**config.mk**
```make
export PLATFORM = sky130hd
export DESIGN_NAME = nsapp_ctrl
export DESIGN_NICKNAME = d
export VERILOG_FILES = /design/src/rtl/nsapp_pkg.sv /design/src/rtl/nsapp_ctrl.sv /design/src/rtl/nsapp_id_mem.sv
export SDC_FILE = /design/constraint.sdc
export NUM_CORES = 1
export LEC_CHECK = 0
export ABC_AREA = 0
export BUFFER_PORTS_ARGS = -buffer_cell sky130_fd_sc_hd__buf_2
export CAP_MARGIN = 10
export CORE_ASPECT_RATIO = 0.6
export CORE_MARGIN = 1.5
export CORE_UTILIZATION = 63
export DETAILED_ROUTE_END_ITERATION = 8
export PLACE_DENSITY = 0.83
export REMOVE_ABC_BUFFERS = 1
export SLEW_MARGIN = 20
export SYNTH_ARGS = -nofsm -noshare
export SYNTH_HDL_FRONTEND = slang
export SYNTH_SLANG_ARGS = --single-unit
```
**constraint.sdc**
```tcl
create_clock -name clk_i -period 4 [get_ports clk_i]
set_input_delay 0.4 -clock clk_i [delete_from_list [all_inputs] [get_ports clk_i]]
set_output_delay 0.4 -clock clk_i [all_outputs]
set_load 0.05 [all_outputs]
```
**src/rtl/nsapp_pkg.sv**
```systemverilog
package nsapp_pkg;

  // ----------------------------------------
  // Clock and pin timing
  // ----------------------------------------
  localparam int CLK_MHZ = 40;
  localparam int SYNC_STAGES = 2;
  localparam int T_WE_LOW_NS = 25;
  localparam int T_WE_HIGH_NS = 25;
  localparam int T_RE_ACC_NS = 25;
  localparam int T_RE_HIGH_NS = 25;
  localparam int T_WB_NS = 100;

  function automatic int ns2cyc(input int ns);
    int c;
    c = (ns * CLK_MHZ + 999) / 1000;
    return (c < 1) ? 1 : c;
  endfunction

  localparam logic [7:0] WE_LOW_CYC = 8'(ns2cyc(T_WE_LOW_NS));
  localparam logic [7:0] WE_HIGH_CYC = 8'(ns2cyc(T_WE_HIGH_NS));
  localparam logic [7:0] RD_CYC = 8'(ns2cyc(T_RE_ACC_NS) + SYNC_STAGES);
  localparam logic [7:0] RE_HIGH_CYC = 8'(ns2cyc(T_RE_HIGH_NS));
  localparam logic [7:0] WB_CYC = 8'(ns2cyc(T_WB_NS));

  // ----------------------------------------
  // Command codes
  // ----------------------------------------
  localparam logic [7:0] CMD_STATUS = 8'h70;
  localparam logic [7:0] CMD_ENH_STATUS = 8'h78;
  localparam logic [7:0] CMD_SERIAL_IN = 8'h80;
  localparam logic [7:0] CMD_PROG = 8'h10;
  localparam logic [7:0] CMD_RAND_IN = 8'h85;
  localparam logic [7:0] CMD_READ_MODE = 8'h00;
  localparam logic [7:0] CMD_RESET = 8'hFF;
  localparam logic [7:0] CMD_ID_PAGE = 8'hED;
  localparam logic [7:0] ADDR_ID_PAGE = 8'h00;

  // ----------------------------------------
  // Status byte fields
  // ----------------------------------------
  localparam int SB_FAIL = 0;
  localparam int SB_FAIL_PREV = 1;
  localparam int SB_ARRAY_RDY = 5;
  localparam int SB_CACHE_RDY = 6;
  localparam int SB_UNPROT = 7;
  localparam logic [7:0] SB_RSVD_MASK = 8'h1C;
  localparam logic [7:0] STATUS_RST = 8'h00;

  // ----------------------------------------
  // Row layout, program limits, identifier page
  // ----------------------------------------
  localparam int ROW_PAGE_W = 6;
  localparam logic [2:0] MAX_PASSES = 3'h4;
  localparam logic [4:0] ID_LAST_BYTE = 5'h1F;
  localparam logic [3:0] ID_LAST_COPY = 4'hF;
  localparam logic [7:0] ID_ALL_ONES = 8'hFF;

  // ----------------------------------------
  // Types
  // ----------------------------------------
  typedef enum logic [3:0] {
    OP_STATUS = 4'h0,
    OP_ENH_STATUS = 4'h1,
    OP_PROG_BEGIN = 4'h2,
    OP_PROG_DATA = 4'h3,
    OP_RAND_COL = 4'h4,
    OP_PROG_CONFIRM = 4'h5,
    OP_READ_MODE = 4'h6,
    OP_RESET = 4'h7,
    OP_ID_CHECK = 4'h8
  } nsapp_op_t;

  typedef struct packed {
    nsapp_op_t op;
    logic [15:0] col;
    logic [23:0] row;
    logic [7:0] data;
  } nsapp_req_t;

  typedef struct packed {
    logic ce_n;
    logic cle;
    logic ale;
    logic we_n;
    logic re_n;
    logic wp_n;
    logic io_oe;
    logic [7:0] io_out;
  } nsapp_pins_t;

  typedef enum logic [2:0] {
    K_CMD = 3'h0,
    K_ADDR = 3'h1,
    K_DATA = 3'h2,
    K_READ = 3'h3,
    K_WAIT = 3'h4,
    K_IDLOOP = 3'h5,
    K_END = 3'h6
  } nsapp_kind_t;

  typedef struct packed {
    nsapp_kind_t kind;
    logic [7:0] val;
  } nsapp_step_t;

  typedef enum logic [6:0] {
    ST_IDLE = 7'b0000001,
    ST_NEXT = 7'b0000010,
    ST_WR_LOW = 7'b0000100,
    ST_WR_HIGH = 7'b0001000,
    ST_RD_LOW = 7'b0010000,
    ST_RD_HIGH = 7'b0100000,
    ST_BUSY_WAIT = 7'b1000000
  } nsapp_state_t;

  typedef struct packed {
    nsapp_state_t st;
    nsapp_req_t req;
    logic [3:0] idx;
    logic [7:0] cnt;
    nsapp_pins_t pins;
    logic rd_is_id;
    logic rb_meta;
    logic rb_sync;
    logic [7:0] io_meta;
    logic [7:0] io_sync;
    logic [7:0] status;
    logic status_valid;
    logic status_mode;
    logic req_error;
    logic [4:0] id_byte;
    logic [3:0] id_copy;
    logic id_acc;
    logic id_ok;
    logic id_done;
    logic [17:0] last_blk;
    logic [5:0] last_page;
    logic last_valid;
    logic [2:0] passes;
  } nsapp_ctl_t;

  localparam nsapp_pins_t PINS_RST = '{
    ce_n: 1'b1, cle: 1'b0, ale: 1'b0, we_n: 1'b1, re_n: 1'b1,
    wp_n: 1'b0, io_oe: 1'b0, io_out: 8'h00};

  localparam nsapp_ctl_t CTL_RST = '{
    st: ST_IDLE, req: '0, idx: 4'h0, cnt: 8'h00, pins: PINS_RST,
    rd_is_id: 1'b0, rb_meta: 1'b0, rb_sync: 1'b0, io_meta: 8'h00,
    io_sync: 8'h00, status: STATUS_RST, status_valid: 1'b0,
    status_mode: 1'b0, req_error: 1'b0, id_byte: 5'h00, id_copy: 4'h0,
    id_acc: 1'b0, id_ok: 1'b0, id_done: 1'b0, last_blk: 18'h00000,
    last_page: 6'h00, last_valid: 1'b0, passes: 3'h0};

endpackage

```
**src/rtl/nsapp_ctrl.sv**
```systemverilog
`timescale 1ns/1ps
`default_nettype none

// Contract
// - Status mode holds until new command; page read command resumes array output.
// - Host follows enhanced status command with three row address cycles.
// - Host issues read mode command to read data after a read completes.
// - Host never issues enhanced status while one-time-programmable mode is on.
// - Host XORs id copy with complement; accepts only all ones, else next.
// - Host programs pages of a block in ascending order only.
// - Host limits a page to four partial program passes before erase.
// - Program: data-input command, five address cycles, data bytes, confirm command.
// - While program busy only status and reset commands are issued.
// - Before confirm, random data input command may change column repeatedly.
module nsapp_ctrl
  import nsapp_pkg::*;
(
  input wire logic clk_i,
  input wire logic sys_rst_i,
  input wire logic req_valid_i,
  input wire nsapp_req_t req_i,
  output logic req_ready_o,
  output logic req_error_o,
  output logic busy_o,
  input wire logic write_protect_i,
  output logic [7:0] status_byte_o,
  output logic status_valid_o,
  output logic status_fail_o,
  output logic status_fail_prev_o,
  output logic array_ready_o,
  output logic cache_ready_o,
  output logic unprotected_o,
  output logic status_rsvd_err_o,
  output logic status_mode_o,
  output logic device_ready_o,
  output logic id_done_o,
  output logic id_ok_o,
  input wire logic [3:0] id_rd_idx_i,
  output logic [7:0] id_rd_data_o,
  output nsapp_pins_t pins_o,
  input wire logic [7:0] io_i,
  input wire logic ready_busy_pin_i
);

  // ----------------------------------------
  // Sequence of bus cycles per operation
  // ----------------------------------------
  function automatic nsapp_step_t step_at(input nsapp_op_t op, input logic [3:0] i,
                                          input nsapp_req_t q);
    nsapp_step_t s;
    s = '{K_END, 8'h00};
    unique case (op)
      OP_STATUS: begin
        if (i == 4'h0) s = '{K_CMD, CMD_STATUS};
        else if (i == 4'h1) s = '{K_READ, 8'h00};
      end
      OP_ENH_STATUS: begin
        case (i)
          4'h0: s = '{K_CMD, CMD_ENH_STATUS};
          4'h1: s = '{K_ADDR, q.row[7:0]};
          4'h2: s = '{K_ADDR, q.row[15:8]};
          4'h3: s = '{K_ADDR, q.row[23:16]};
          4'h4: s = '{K_READ, 8'h00};
          default: s = '{K_END, 8'h00};
        endcase
      end
      OP_PROG_BEGIN: begin
        case (i)
          4'h0: s = '{K_CMD, CMD_SERIAL_IN};
          4'h1: s = '{K_ADDR, q.col[7:0]};
          4'h2: s = '{K_ADDR, q.col[15:8]};
          4'h3: s = '{K_ADDR, q.row[7:0]};
          4'h4: s = '{K_ADDR, q.row[15:8]};
          4'h5: s = '{K_ADDR, q.row[23:16]};
          default: s = '{K_END, 8'h00};
        endcase
      end
      OP_PROG_DATA: begin
        if (i == 4'h0) s = '{K_DATA, q.data};
      end
      OP_RAND_COL: begin
        case (i)
          4'h0: s = '{K_CMD, CMD_RAND_IN};
          4'h1: s = '{K_ADDR, q.col[7:0]};
          4'h2: s = '{K_ADDR, q.col[15:8]};
          default: s = '{K_END, 8'h00};
        endcase
      end
      OP_PROG_CONFIRM: begin
        case (i)
          4'h0: s = '{K_CMD, CMD_PROG};
          4'h1: s = '{K_WAIT, 8'h00};
          4'h2: s = '{K_CMD, CMD_STATUS};
          4'h3: s = '{K_READ, 8'h00};
          default: s = '{K_END, 8'h00};
        endcase
      end
      OP_READ_MODE: begin
        if (i == 4'h0) s = '{K_CMD, CMD_READ_MODE};
      end
      OP_RESET: begin
        if (i == 4'h0) s = '{K_CMD, CMD_RESET};
        else if (i == 4'h1) s = '{K_WAIT, 8'h00};
      end
      OP_ID_CHECK: begin
        case (i)
          4'h0: s = '{K_CMD, CMD_ID_PAGE};
          4'h1: s = '{K_ADDR, ADDR_ID_PAGE};
          4'h2: s = '{K_WAIT, 8'h00};
          4'h3: s = '{K_IDLOOP, 8'h00};
          default: s = '{K_END, 8'h00};
        endcase
      end
      default: s = '{K_END, 8'h00};
    endcase
    return s;
  endfunction

  // ----------------------------------------
  // State
  // ----------------------------------------
  nsapp_ctl_t r;
  nsapp_ctl_t next_r;
  nsapp_step_t step;
  logic allowed;
  logic same_blk;
  logic [7:0] mem_rd;
  logic mem_we;
  logic [3:0] mem_rd_addr;

  // Only status and reset may go out while the device is busy
  assign allowed = r.rb_sync || req_i.op == OP_STATUS || req_i.op == OP_RESET;
  assign req_ready_o = (r.st == ST_IDLE) && allowed;
  assign same_blk = r.last_valid && (r.last_blk == req_i.row[23:ROW_PAGE_W]);
  assign step = step_at(r.req.op, r.idx, r.req);
  assign mem_we = (r.st == ST_RD_LOW) && (r.cnt == 8'h01) && r.rd_is_id && !r.id_byte[4];
  assign mem_rd_addr = (r.st == ST_RD_LOW && r.rd_is_id) ? r.id_byte[3:0] : id_rd_idx_i;

  nsapp_id_mem u_id_mem (
    .clk_i(clk_i),
    .sys_rst_i(sys_rst_i),
    .wr_en_i(mem_we),
    .wr_addr_i(r.id_byte[3:0]),
    .wr_data_i(r.io_sync),
    .rd_addr_i(mem_rd_addr),
    .rd_data_o(mem_rd)
  );

  always_comb begin
    next_r = r;
    next_r.rb_meta = ready_busy_pin_i;
    next_r.rb_sync = r.rb_meta;
    next_r.io_meta = io_i;
    next_r.io_sync = r.io_meta;
    next_r.pins.wp_n = !write_protect_i;
    next_r.status_valid = 1'b0;
    next_r.req_error = 1'b0;
    next_r.id_done = 1'b0;
    unique case (r.st)
      ST_IDLE: begin
        if (req_valid_i && allowed) begin
          if (req_i.op == OP_PROG_BEGIN && same_blk
              && req_i.row[ROW_PAGE_W-1:0] < r.last_page) begin
            next_r.req_error = 1'b1;
          end else if (req_i.op == OP_PROG_BEGIN && same_blk
                       && req_i.row[ROW_PAGE_W-1:0] == r.last_page
                       && r.passes >= MAX_PASSES) begin
            next_r.req_error = 1'b1;
          end else begin
            if (req_i.op == OP_PROG_BEGIN) begin
              next_r.passes = (same_blk && req_i.row[ROW_PAGE_W-1:0] == r.last_page)
                              ? r.passes + 3'h1 : 3'h1;
              next_r.last_blk = req_i.row[23:ROW_PAGE_W];
              next_r.last_page = req_i.row[ROW_PAGE_W-1:0];
              next_r.last_valid = 1'b1;
            end
            if (req_i.op == OP_ID_CHECK) begin
              next_r.id_byte = 5'h00;
              next_r.id_copy = 4'h0;
              next_r.id_acc = 1'b1;
              next_r.id_ok = 1'b0;
            end
            next_r.req = req_i;
            next_r.idx = 4'h0;
            next_r.pins.ce_n = 1'b0;
            next_r.st = ST_NEXT;
          end
        end
      end
      ST_NEXT: begin
        unique case (step.kind)
          K_CMD, K_ADDR, K_DATA: begin
            next_r.pins.cle = (step.kind == K_CMD);
            next_r.pins.ale = (step.kind == K_ADDR);
            next_r.pins.io_out = step.val;
            next_r.pins.io_oe = 1'b1;
            next_r.pins.we_n = 1'b0;
            next_r.cnt = WE_LOW_CYC;
            next_r.st = ST_WR_LOW;
            if (step.kind == K_CMD) begin
              // Any new command ends or enters status mode
              next_r.status_mode = (step.val == CMD_STATUS)
                                   || (step.val == CMD_ENH_STATUS);
            end
          end
          K_READ, K_IDLOOP: begin
            next_r.pins.re_n = 1'b0;
            next_r.rd_is_id = (step.kind == K_IDLOOP);
            next_r.cnt = RD_CYC;
            next_r.st = ST_RD_LOW;
          end
          K_WAIT: begin
            next_r.cnt = WB_CYC;
            next_r.st = ST_BUSY_WAIT;
          end
          K_END: begin
            next_r.pins.ce_n = 1'b1;
            next_r.st = ST_IDLE;
          end
          default: begin
            next_r.pins.ce_n = 1'b1;
            next_r.st = ST_IDLE;
          end
        endcase
      end
      ST_WR_LOW: begin
        if (r.cnt == 8'h01) begin
          next_r.pins.we_n = 1'b1; // Latched on the rising write strobe
          next_r.cnt = WE_HIGH_CYC;
          next_r.st = ST_WR_HIGH;
        end else begin
          next_r.cnt = r.cnt - 8'h01;
        end
      end
      ST_WR_HIGH: begin
        if (r.cnt == 8'h01) begin
          next_r.pins.cle = 1'b0;
          next_r.pins.ale = 1'b0;
          next_r.pins.io_oe = 1'b0;
          next_r.idx = r.idx + 4'h1;
          next_r.st = ST_NEXT;
        end else begin
          next_r.cnt = r.cnt - 8'h01;
        end
      end
      ST_RD_LOW: begin
        if (r.cnt == 8'h01) begin
          next_r.pins.re_n = 1'b1;
          next_r.cnt = RE_HIGH_CYC;
          next_r.st = ST_RD_HIGH;
          if (!r.rd_is_id) begin
            next_r.status = r.io_sync;
            next_r.status_valid = 1'b1;
            next_r.idx = r.idx + 4'h1;
          end else begin
            next_r.id_byte = r.id_byte + 5'h01;
            if (r.id_byte[4]) begin
              next_r.id_acc = r.id_acc && ((r.io_sync ^ mem_rd) == ID_ALL_ONES);
            end
            if (r.id_byte == ID_LAST_BYTE) begin
              if (next_r.id_acc) begin
                next_r.id_ok = 1'b1;
                next_r.id_done = 1'b1;
                next_r.idx = r.idx + 4'h1;
              end else if (r.id_copy == ID_LAST_COPY) begin
                next_r.id_done = 1'b1;
                next_r.idx = r.idx + 4'h1;
              end else begin
                next_r.id_copy = r.id_copy + 4'h1;
                next_r.id_acc = 1'b1;
              end
            end
          end
        end else begin
          next_r.cnt = r.cnt - 8'h01;
        end
      end
      ST_RD_HIGH: begin
        if (r.cnt == 8'h01) begin
          next_r.st = ST_NEXT;
        end else begin
          next_r.cnt = r.cnt - 8'h01;
        end
      end
      ST_BUSY_WAIT: begin
        if (r.cnt > 8'h01) begin
          next_r.cnt = r.cnt - 8'h01;
        end else if (r.rb_sync) begin
          next_r.idx = r.idx + 4'h1;
          next_r.st = ST_NEXT;
        end
      end
      default: begin
        next_r = CTL_RST;
      end
    endcase
  end

  always_ff @(posedge clk_i) begin
    if (sys_rst_i) begin
      r <= CTL_RST;
    end else begin
      r <= next_r;
    end
  end

  // ----------------------------------------
  // Outputs
  // ----------------------------------------
  assign req_error_o = r.req_error;
  assign busy_o = (r.st != ST_IDLE);
  assign status_byte_o = r.status;
  assign status_valid_o = r.status_valid;
  assign status_fail_o = r.status[SB_FAIL] && r.status[SB_ARRAY_RDY];
  assign status_fail_prev_o = r.status[SB_FAIL_PREV] && r.status[SB_CACHE_RDY];
  assign array_ready_o = r.status[SB_ARRAY_RDY];
  assign cache_ready_o = r.status[SB_CACHE_RDY];
  assign unprotected_o = r.status[SB_UNPROT];
  assign status_rsvd_err_o = |(r.status & SB_RSVD_MASK);
  assign status_mode_o = r.status_mode;
  assign device_ready_o = r.rb_sync;
  assign id_done_o = r.id_done;
  assign id_ok_o = r.id_ok;
  assign id_rd_data_o = mem_rd;
  assign pins_o = r.pins;

endmodule // nsapp_ctrl

`default_nettype wire

```
**src/rtl/nsapp_id_mem.sv**
```systemverilog
`timescale 1ns/1ps
`default_nettype none

module nsapp_id_mem
  import nsapp_pkg::*;
(
  input wire logic clk_i,
  input wire logic sys_rst_i,
  input wire logic wr_en_i,
  input wire logic [3:0] wr_addr_i,
  input wire logic [7:0] wr_data_i,
  input wire logic [3:0] rd_addr_i,
  output logic [7:0] rd_data_o
);

  typedef struct packed {
    logic [15:0][7:0] mem;
    logic [7:0] rd_data;
  } nsapp_mem_t;

  nsapp_mem_t r;
  nsapp_mem_t next_r;

  always_comb begin
    next_r = r;
    if (wr_en_i) begin
      next_r.mem[wr_addr_i] = wr_data_i;
    end
    next_r.rd_data = r.mem[rd_addr_i];
  end

  always_ff @(posedge clk_i) begin
    if (sys_rst_i) begin
      r <= '0;
    end else begin
      r <= next_r;
    end
  end

  assign rd_data_o = r.rd_data;

endmodule // nsapp_id_mem

`default_nettype wire

```
==> impl_metrics.toml, run 1 <==
[synthesis]
synth.avg_cell_area_sq_um = 7.96
syn-cell-area_sq_um = 14300
async_flop_share_pct = 0
syn_inst = 1792
synthTopCellsByArea = "dfxtp_1 (41%), nand2_1 (11%), a21oi_1 (9.0%)"
yosysTopAreaCell = "dfxtp_1"
ys_seq_area_share_pct = 41.0
synth_cell_types = 82
ys.flop_type = "dfxtp_1"
synth-seq-cells = 292
yosysWarnings = 0
synth_top_area_share_pct = 41.0
synth_edf_count = 0

[timing]
period_share_pct = 82.8
finClkSkew_ns = 0.0143
finalMaxSlewViolations = 0
max_freq_mhz = 302
setup_violations = 0
relSlewSlack_pct = 43.4
fin_crit_ns = 3.31
tightest_slew_ns = 0.848
whs_ns = 0.0455
hold_viol = 0
rsz0062_at_grt = "no"

[clock_network]
cts_tree = "yes"
root_buffer = "clkbuf_16"
cts_buffers = 27
cts_num_sinks = 292
clkTransAtPathRegs_ns = 0.07
clockBufferDepth = 3
cts_max_level = 1
cts_setup_buffers = 0
ctsResizeCount = 0
clock_latency_ns = 0.56
cts_hold_buf = 1

[cells_and_area]
insertedDiodeCount = 0
drive_gt1_share_pct = 13.6
area_growth_syn_to_layout_pct = 8.82
fin_area_sq_um = 15500
fin_nets = 1899

[setup_path]
cp_top_family = "simple AND/OR/NAND/NOR gates"
timing.critical_path.buf_inv = 2
crit_required_ns = 4.47
start_kind = "register"
cp_cell_sequence = "inv_1 > ha_1 > and4_1 > nand3_1 > nor2_1 > o2111ai_1 > and2_1 > buf_4 > nand3_1 > a21oi_1"
path_class = "register to register"
crit_path_frequent_cell = "nand3_1"
crit_arrival_ns = 3.79
cp_slowest_cell = "and2_1"
path_max_fanout = 30
max_stage_delay_ns = 0.78
endpoint_kind = "register"

[route]
drt_iter0_drc = 1640
drtPass1Iterations = 8
wire_per_inst_um = 19.0
wirelength_um = 40600
drcViolationCount = 0
ant_nets = 0
vias = 13400
viasPerCell = 6.26

[worst_hold_path]
worstHoldPathType = "input port to register"

[floorplanning]
rows = 42
placeableCoreArea_sq_um = 22100
start_util_pct = 64.4
pin_count = 114
fp.dieW_um = 197
fp.dieH_um = 120
dieArea_sq_um = 23600

[global_route]
grt_max_degree = 78
met1_usage_pct = 51.9
grt_first_pass_wirelength_um = 64400
antenna_found_initial = 0
overflow = 0
busiest_layer = "met1"
grtUsageMet3_pct = 10.3
use_met2_pct = 46.5
grt_use_total_pct = 34.1
grt_pass1_vias = 12100

[pwr]
power_frac_comb_pct = 36.8
power_uw = 9700
pwr-share-seq_pct = 37.7
p_sw_share_pct = 40.8
p_leak_uw = 0.00572
powerDensity_nw_per_um2 = 625
p_int_uw = 5740
irDropWorstVdd_v = 0.000443
clkPwrFrac_pct = 25.6
p_switching_uw = 3950

[place]
port_buffers = 113
place_area_sq_um = 14700
globalplace.congestion = 0.954
hpwl_um = 28100

[job]
max_cap_violations = 0

[run_status]
status = "finished clean"
[kinds of logic after synthesis]
logic type      count (synthesis)  synth area share, %
simple gates                  752                 24.3
compound gates                449                 19.7
flops                         292                 41.0
buf+inv                       179                 6.24
mux                            69                 5.13
xor+xnor                       32                 1.97
fa+ha+maj                      19                 1.67
[worst reg2reg max path, delay by kind of cell (launching register included)]
kind	cells	cell delay, ns
and+or+nand+nor	5	1.38
AOI/OAI and AO/OA	2	0.74
buffers and inverters	2	0.49
DFF	1	0.33
adders and majority gates	1	0.28
[worst paths after layout]
check	start	to	slack [ns]	depth (start not counted)
setup / recovery	r[9]	r[143]	0.69	10
hold / removal	io_i[2]	r[61]	0.05	2
setup reg to reg	r[9]	r[143]	0.69	10
hold reg to reg	r[68]	device_ready_o	0.42	1
[metal layers]
layer | vias to the layer above | share of wire, %
met4 | 0 | 1.8
met5 | - | 0
li1 | 6274 | -
met3 | 83 | 13
met1 | 6290 | 45
met2 | 725 | 40
[final cells by class]
cell class              instances  area [sq um]
well taps                     308           385
inverters                      27           101
clock inverters                 8          77.6
fillers                      1732          6610
flip-flops and latches        292          5850
repair buffers                142           805
clock buffers                  38           747
multi-input cells            1321          7550
[synthesized netlist by cell type (33+ instances only)]
| cell | n |
|---|---|
| mux2_2 | 33 |
| nand3_1 | 109 |
| nand2_1 | 412 |
| buf_2 | 39 |
| dfxtp_1 | 292 |
| o211ai_1 | 38 |
| buf_4 | 35 |
| nor2_1 | 75 |
| a21oi_1 | 256 |
| clkbuf_1 | 64 |
| mux2i_1 | 36 |
[flip-flops by register name, summed over array words and instances, names as in the netlist]
signal	flops
req_error_o	1
status_mode_o	1
device_ready_o	1
pins_o	15
r	127
status_byte_o	8
u_id_mem.rd_data_o	8
u_id_mem.r	128
id_done_o	1
id_ok_o	1
status_valid_o	1
[power by group through the flow]
stage | Clock (uW) | Sequential (uW) | Combinational [uW]
final | 2480 | 3650 | 3560
after floorplan | 0 | 3700 | 2240
after global placement | 0 | 3670 | 3370
after global routing | 2620 | 3680 | 3870
after CTS | 2490 | 3630 | 3470
after detailed placement | 0 | 3690 | 3440
[cells in the final DEF, fill, tap and decap left out, types with 10 or more instances in the layout]
cell,n
nand2_1,412
dfxtp_1,292
a21oi_1,255
buf_2,112
nand3_1,109
nor2_1,75
o211ai_1,38
mux2i_1,35
mux2_2,33
o21ai_0,31
a22oi_1,31
and2_1,28
inv_1,27
clkbuf_16,27
buf_4,27
nand4_1,26
xnor2_1,22
ha_1,19
nor3_1,18
nor2b_1,10
xor2_1,10
[stage by stage]
step	util, %	TNS (ns)	setup WS (ns)	cells
2_1_floorplan	-	-26.50	-1.81	1640
3_3_place_gp	66.4	0	0.738	2089
3_5_place_dp	66.4	0	0.571	2089
4_1_cts	70.1	0	0.722	2136
5_1_grt	70.1	0	0.449	2136
6_report	70.1	0	0.688	2136
Note: power is estimated with default switching activity, not from simulation.
==> run 2: changes to the inputs <==
--- a/config.mk
+++ b/config.mk
@@ -5,14 +5,14 @@
 export SDC_FILE = /design/constraint.sdc
 export NUM_CORES = 1
 export LEC_CHECK = 0
-export ABC_AREA = 0
+export ABC_AREA = 1
 export BUFFER_PORTS_ARGS = -buffer_cell sky130_fd_sc_hd__buf_2
 export CAP_MARGIN = 10
 export CORE_ASPECT_RATIO = 0.6
 export CORE_MARGIN = 1.5
-export CORE_UTILIZATION = 63
+export CORE_UTILIZATION = 55
 export DETAILED_ROUTE_END_ITERATION = 8
-export PLACE_DENSITY = 0.83
+export PLACE_DENSITY = 0.77
 export REMOVE_ABC_BUFFERS = 1
 export SLEW_MARGIN = 20
 export SYNTH_ARGS = -nofsm -noshare
==> constraint.sdc (replaced) <==
create_clock -name clk_i -period 2.9 [get_ports clk_i]
set_input_delay 0.29 -clock clk_i [delete_from_list [all_inputs] [get_ports clk_i]]
set_output_delay 0.29 -clock clk_i [all_outputs]
set_load 0.05 [all_outputs]
==> run 2 against run 1 <==
  * Sequential share of layout area decreased by 3.1 points
  * Non-clock buffer count grew 39
  * Synthesized cell count is 22% higher
  * Utilization is 6.8 points lower
  * Setup slack got worse by 0.41 ns
  * Largest cell class unchanged
==> impl_metrics.toml, run 2 <==
[place]
port_buffers = 113
globalplace.congestion = 0.988
hpwl_um = 32000
pre_cts_slack_ns = 0.300

[synthesis]
synth_top_family_by_area = "simple AND/OR/NAND/NOR gates"
synth_top_area_share_pct = 38.8
synth_edf_count = 0
yosysTopAreaCell = "dfxtp_1"
synth_compound_area_share_pct = 17.9
synth_xor_xnor_area_share_pct = 0.756
synth_cell_types = 52
yosysWarnings = 0
syn_inst = 2191
ys.flop_type = "dfxtp_1"
synth.avg_cell_area_sq_um = 6.88
async_flop_share_pct = 0
synthTopCellsByArea = "dfxtp_1 (39%), nand2_1 (12%), a21oi_1 (7.4%)"
synthAdderAreaFrac_pct = 1.58
synth-seq-cells = 292
synth_commonest_cells = "nand2_1 (470), dfxtp_1 (292), nor2_1 (249)"
yosys-mux-area-fraction_pct = 0
ys_seq_area_share_pct = 38.8
yosysMostFrequentCell = "nand2_1"
yosys.area_share.simple_pct = 29.7
syn-cell-area_sq_um = 15100

[setup_path]
crit_required_ns = 3.40
path_class = "input port to register"
r2r_start = "r[9]"
r2r_cells = 14
path_max_fanout = 11
rrSetupSlack_ns = 0.32
rr_endpoint = "r[21]"
crit_arrival_ns = 3.12
endpoint_kind = "register"
start_kind = "input port"
cp-startpoint = "req_i[12]"
crit_end = "r[21]"

[floorplanning]
start_util_pct = 56.5
fp.dieH_um = 131
pin_count = 114
placeableCoreArea_sq_um = 26600
rows = 46
fp.dieW_um = 217
dieArea_sq_um = 28400

[cells_and_area]
drive_gt1_share_pct = 11.7
largest_reg_flops = 128
layout_commonest_cell = "nand2_1"
fin_nets = 2350
insertedDiodeCount = 0
regMostFlops = "u_id_mem.r"
layout_common_cells = "nand2_1 (470), dfxtp_1 (292), nor2_1 (249)"
area_growth_syn_to_layout_pct = 12.1
nFillCells = 2399

[global_route]
grt_use_total_pct = 31.3
antenna_found_initial = 0
grt_first_pass_wirelength_um = 71500
grt_max_degree = 115
grt_pass1_vias = 13300
overflow = 0

[timing]
setup_violations = 0
relSlewSlack_pct = 54.6
max_freq_mhz = 382
finalMaxSlewViolations = 0
fin_ws_ns = 0.282
hold_viol = 0
rsz0062_at_grt = "no"
fin_crit_ns = 2.62
whs_ns = 0.0253
period_share_pct = 90.3
finClkSkew_ns = 0.0185
tightest_slew_ns = 0.681

[worst_hold_path]
min_path_cells = 3
min_from = "req_i[11]"
worstHoldPathType = "input port to register"

[clock_network]
clkTransAtPathRegs_ns = 0.07
clock_latency_ns = 0.57
cts_buffers = 28
cts_num_sinks = 292
root_buffer = "clkbuf_16"
cts_tree = "yes"
cts_max_level = 1
clockBufferDepth = 3
cts_setup_buffers = 0

[route]
drtPass1Iterations = 6
drcViolationCount = 0
viasPerCell = 5.69
drt_iter0_drc = 1849
vias = 15100
ant_nets = 0
wire_per_inst_um = 17.2
wirelength_um = 45600

[pwr]
irDropWorstVdd_v = 0.000824
powerDensity_nw_per_um2 = 929
p_leak_uw = 0.00753

[job]
max_cap_violations = 0

[run_status]
status = "finished clean"
## run 2: metrics by stage
step | TNS, ns | utilization (%) | area [sq um] | instances | total power (uW)
after floorplan | -31.84 | - | 14200 | 2051 | 9440
after global placement | 0 | 58.4 | 15600 | 2558 | 11400
after detailed placement | 0 | 58.4 | 15600 | 2558 | 11500
after CTS | 0 | 63.3 | 16900 | 2644 | 15500
after global routing | 0 | 63.4 | 16900 | 2644 | 16600
final | 0 | 63.4 | 16900 | 2644 | 15700
## run 2: how the worst min path moves through the flow
stage,endpoint,slack [ns]
finish,r[108],0.03
global route,r[136],0.03
CTS,r[136],0.006
detailed placement,r[53],0.40
global placement,r[54],0.40
floorplan,pins_o[0],0.36
## run 2: worst max-delay path: stages
cell and delay [ns]:
dlygate4sd3_1 0.55, buf_2 0.15, ha_1 0.27, nand2_1 0.06
nor2_1 0.21, nand3b_1 0.13, nand3_1 0.09, nor2_1 0.05
nand4_1 0.11, nand2_1 0.16, nor2_1 0.27, nand3_1 0.16
inv_1 0.39, nor2_1 0.10, nor2_1 0.14
## run 2: power breakdown
group	internal, uW	total [uW]	switching, uW
combinational	1830	6600	4770
sequential	4640	5140	499
clock	2330	3950	1620
## run 2: layout make-up
type	count	area, sq um	area share [%]
Timing Repair Buffer	181	1200	7.11
Clock buffer	38	778	4.61
Inverter	224	853	5.05
Tap cell	360	450	2.67
Clock inverter	14	206	1.22
Multi-Input combinational cell	1535	7550	44.7
Sequential cell	292	5850	34.6
## run 2: timing repair
action | CTS | global route
hold buffers | 34 | 0
endpoints found under the setup margin | 0 | 1
gates resized for setup | 0 | 2
endpoints found under the hold margin | 34 | 0
## run 2: kinds of logic (layout without fill, tap and decap cells)
group                    after synthesis  in the layout
AND/OR/NAND/NOR                     1010           1010
buffers and inverters                364            457
flip-flops                           292            292
AO/OA/AOI/OAI                        493            493
XOR/XNOR                              13             13
adder cells (fa/ha/maj)               19             19
## run 2: per-layer routing
metal / up-vias / routed length (um) / GRT usage [%] / share of wire (%)
met5: - / 0 / 0 / 0
met4: 0 / 787 / 5.83 / 1.7
met3: 58 / 5750 / 8.70 / 13
met2: 759 / 17300 / 41.1 / 38
met1: 6941 / 21700 / 49.7 / 48
li1: 7296 / - / - / -
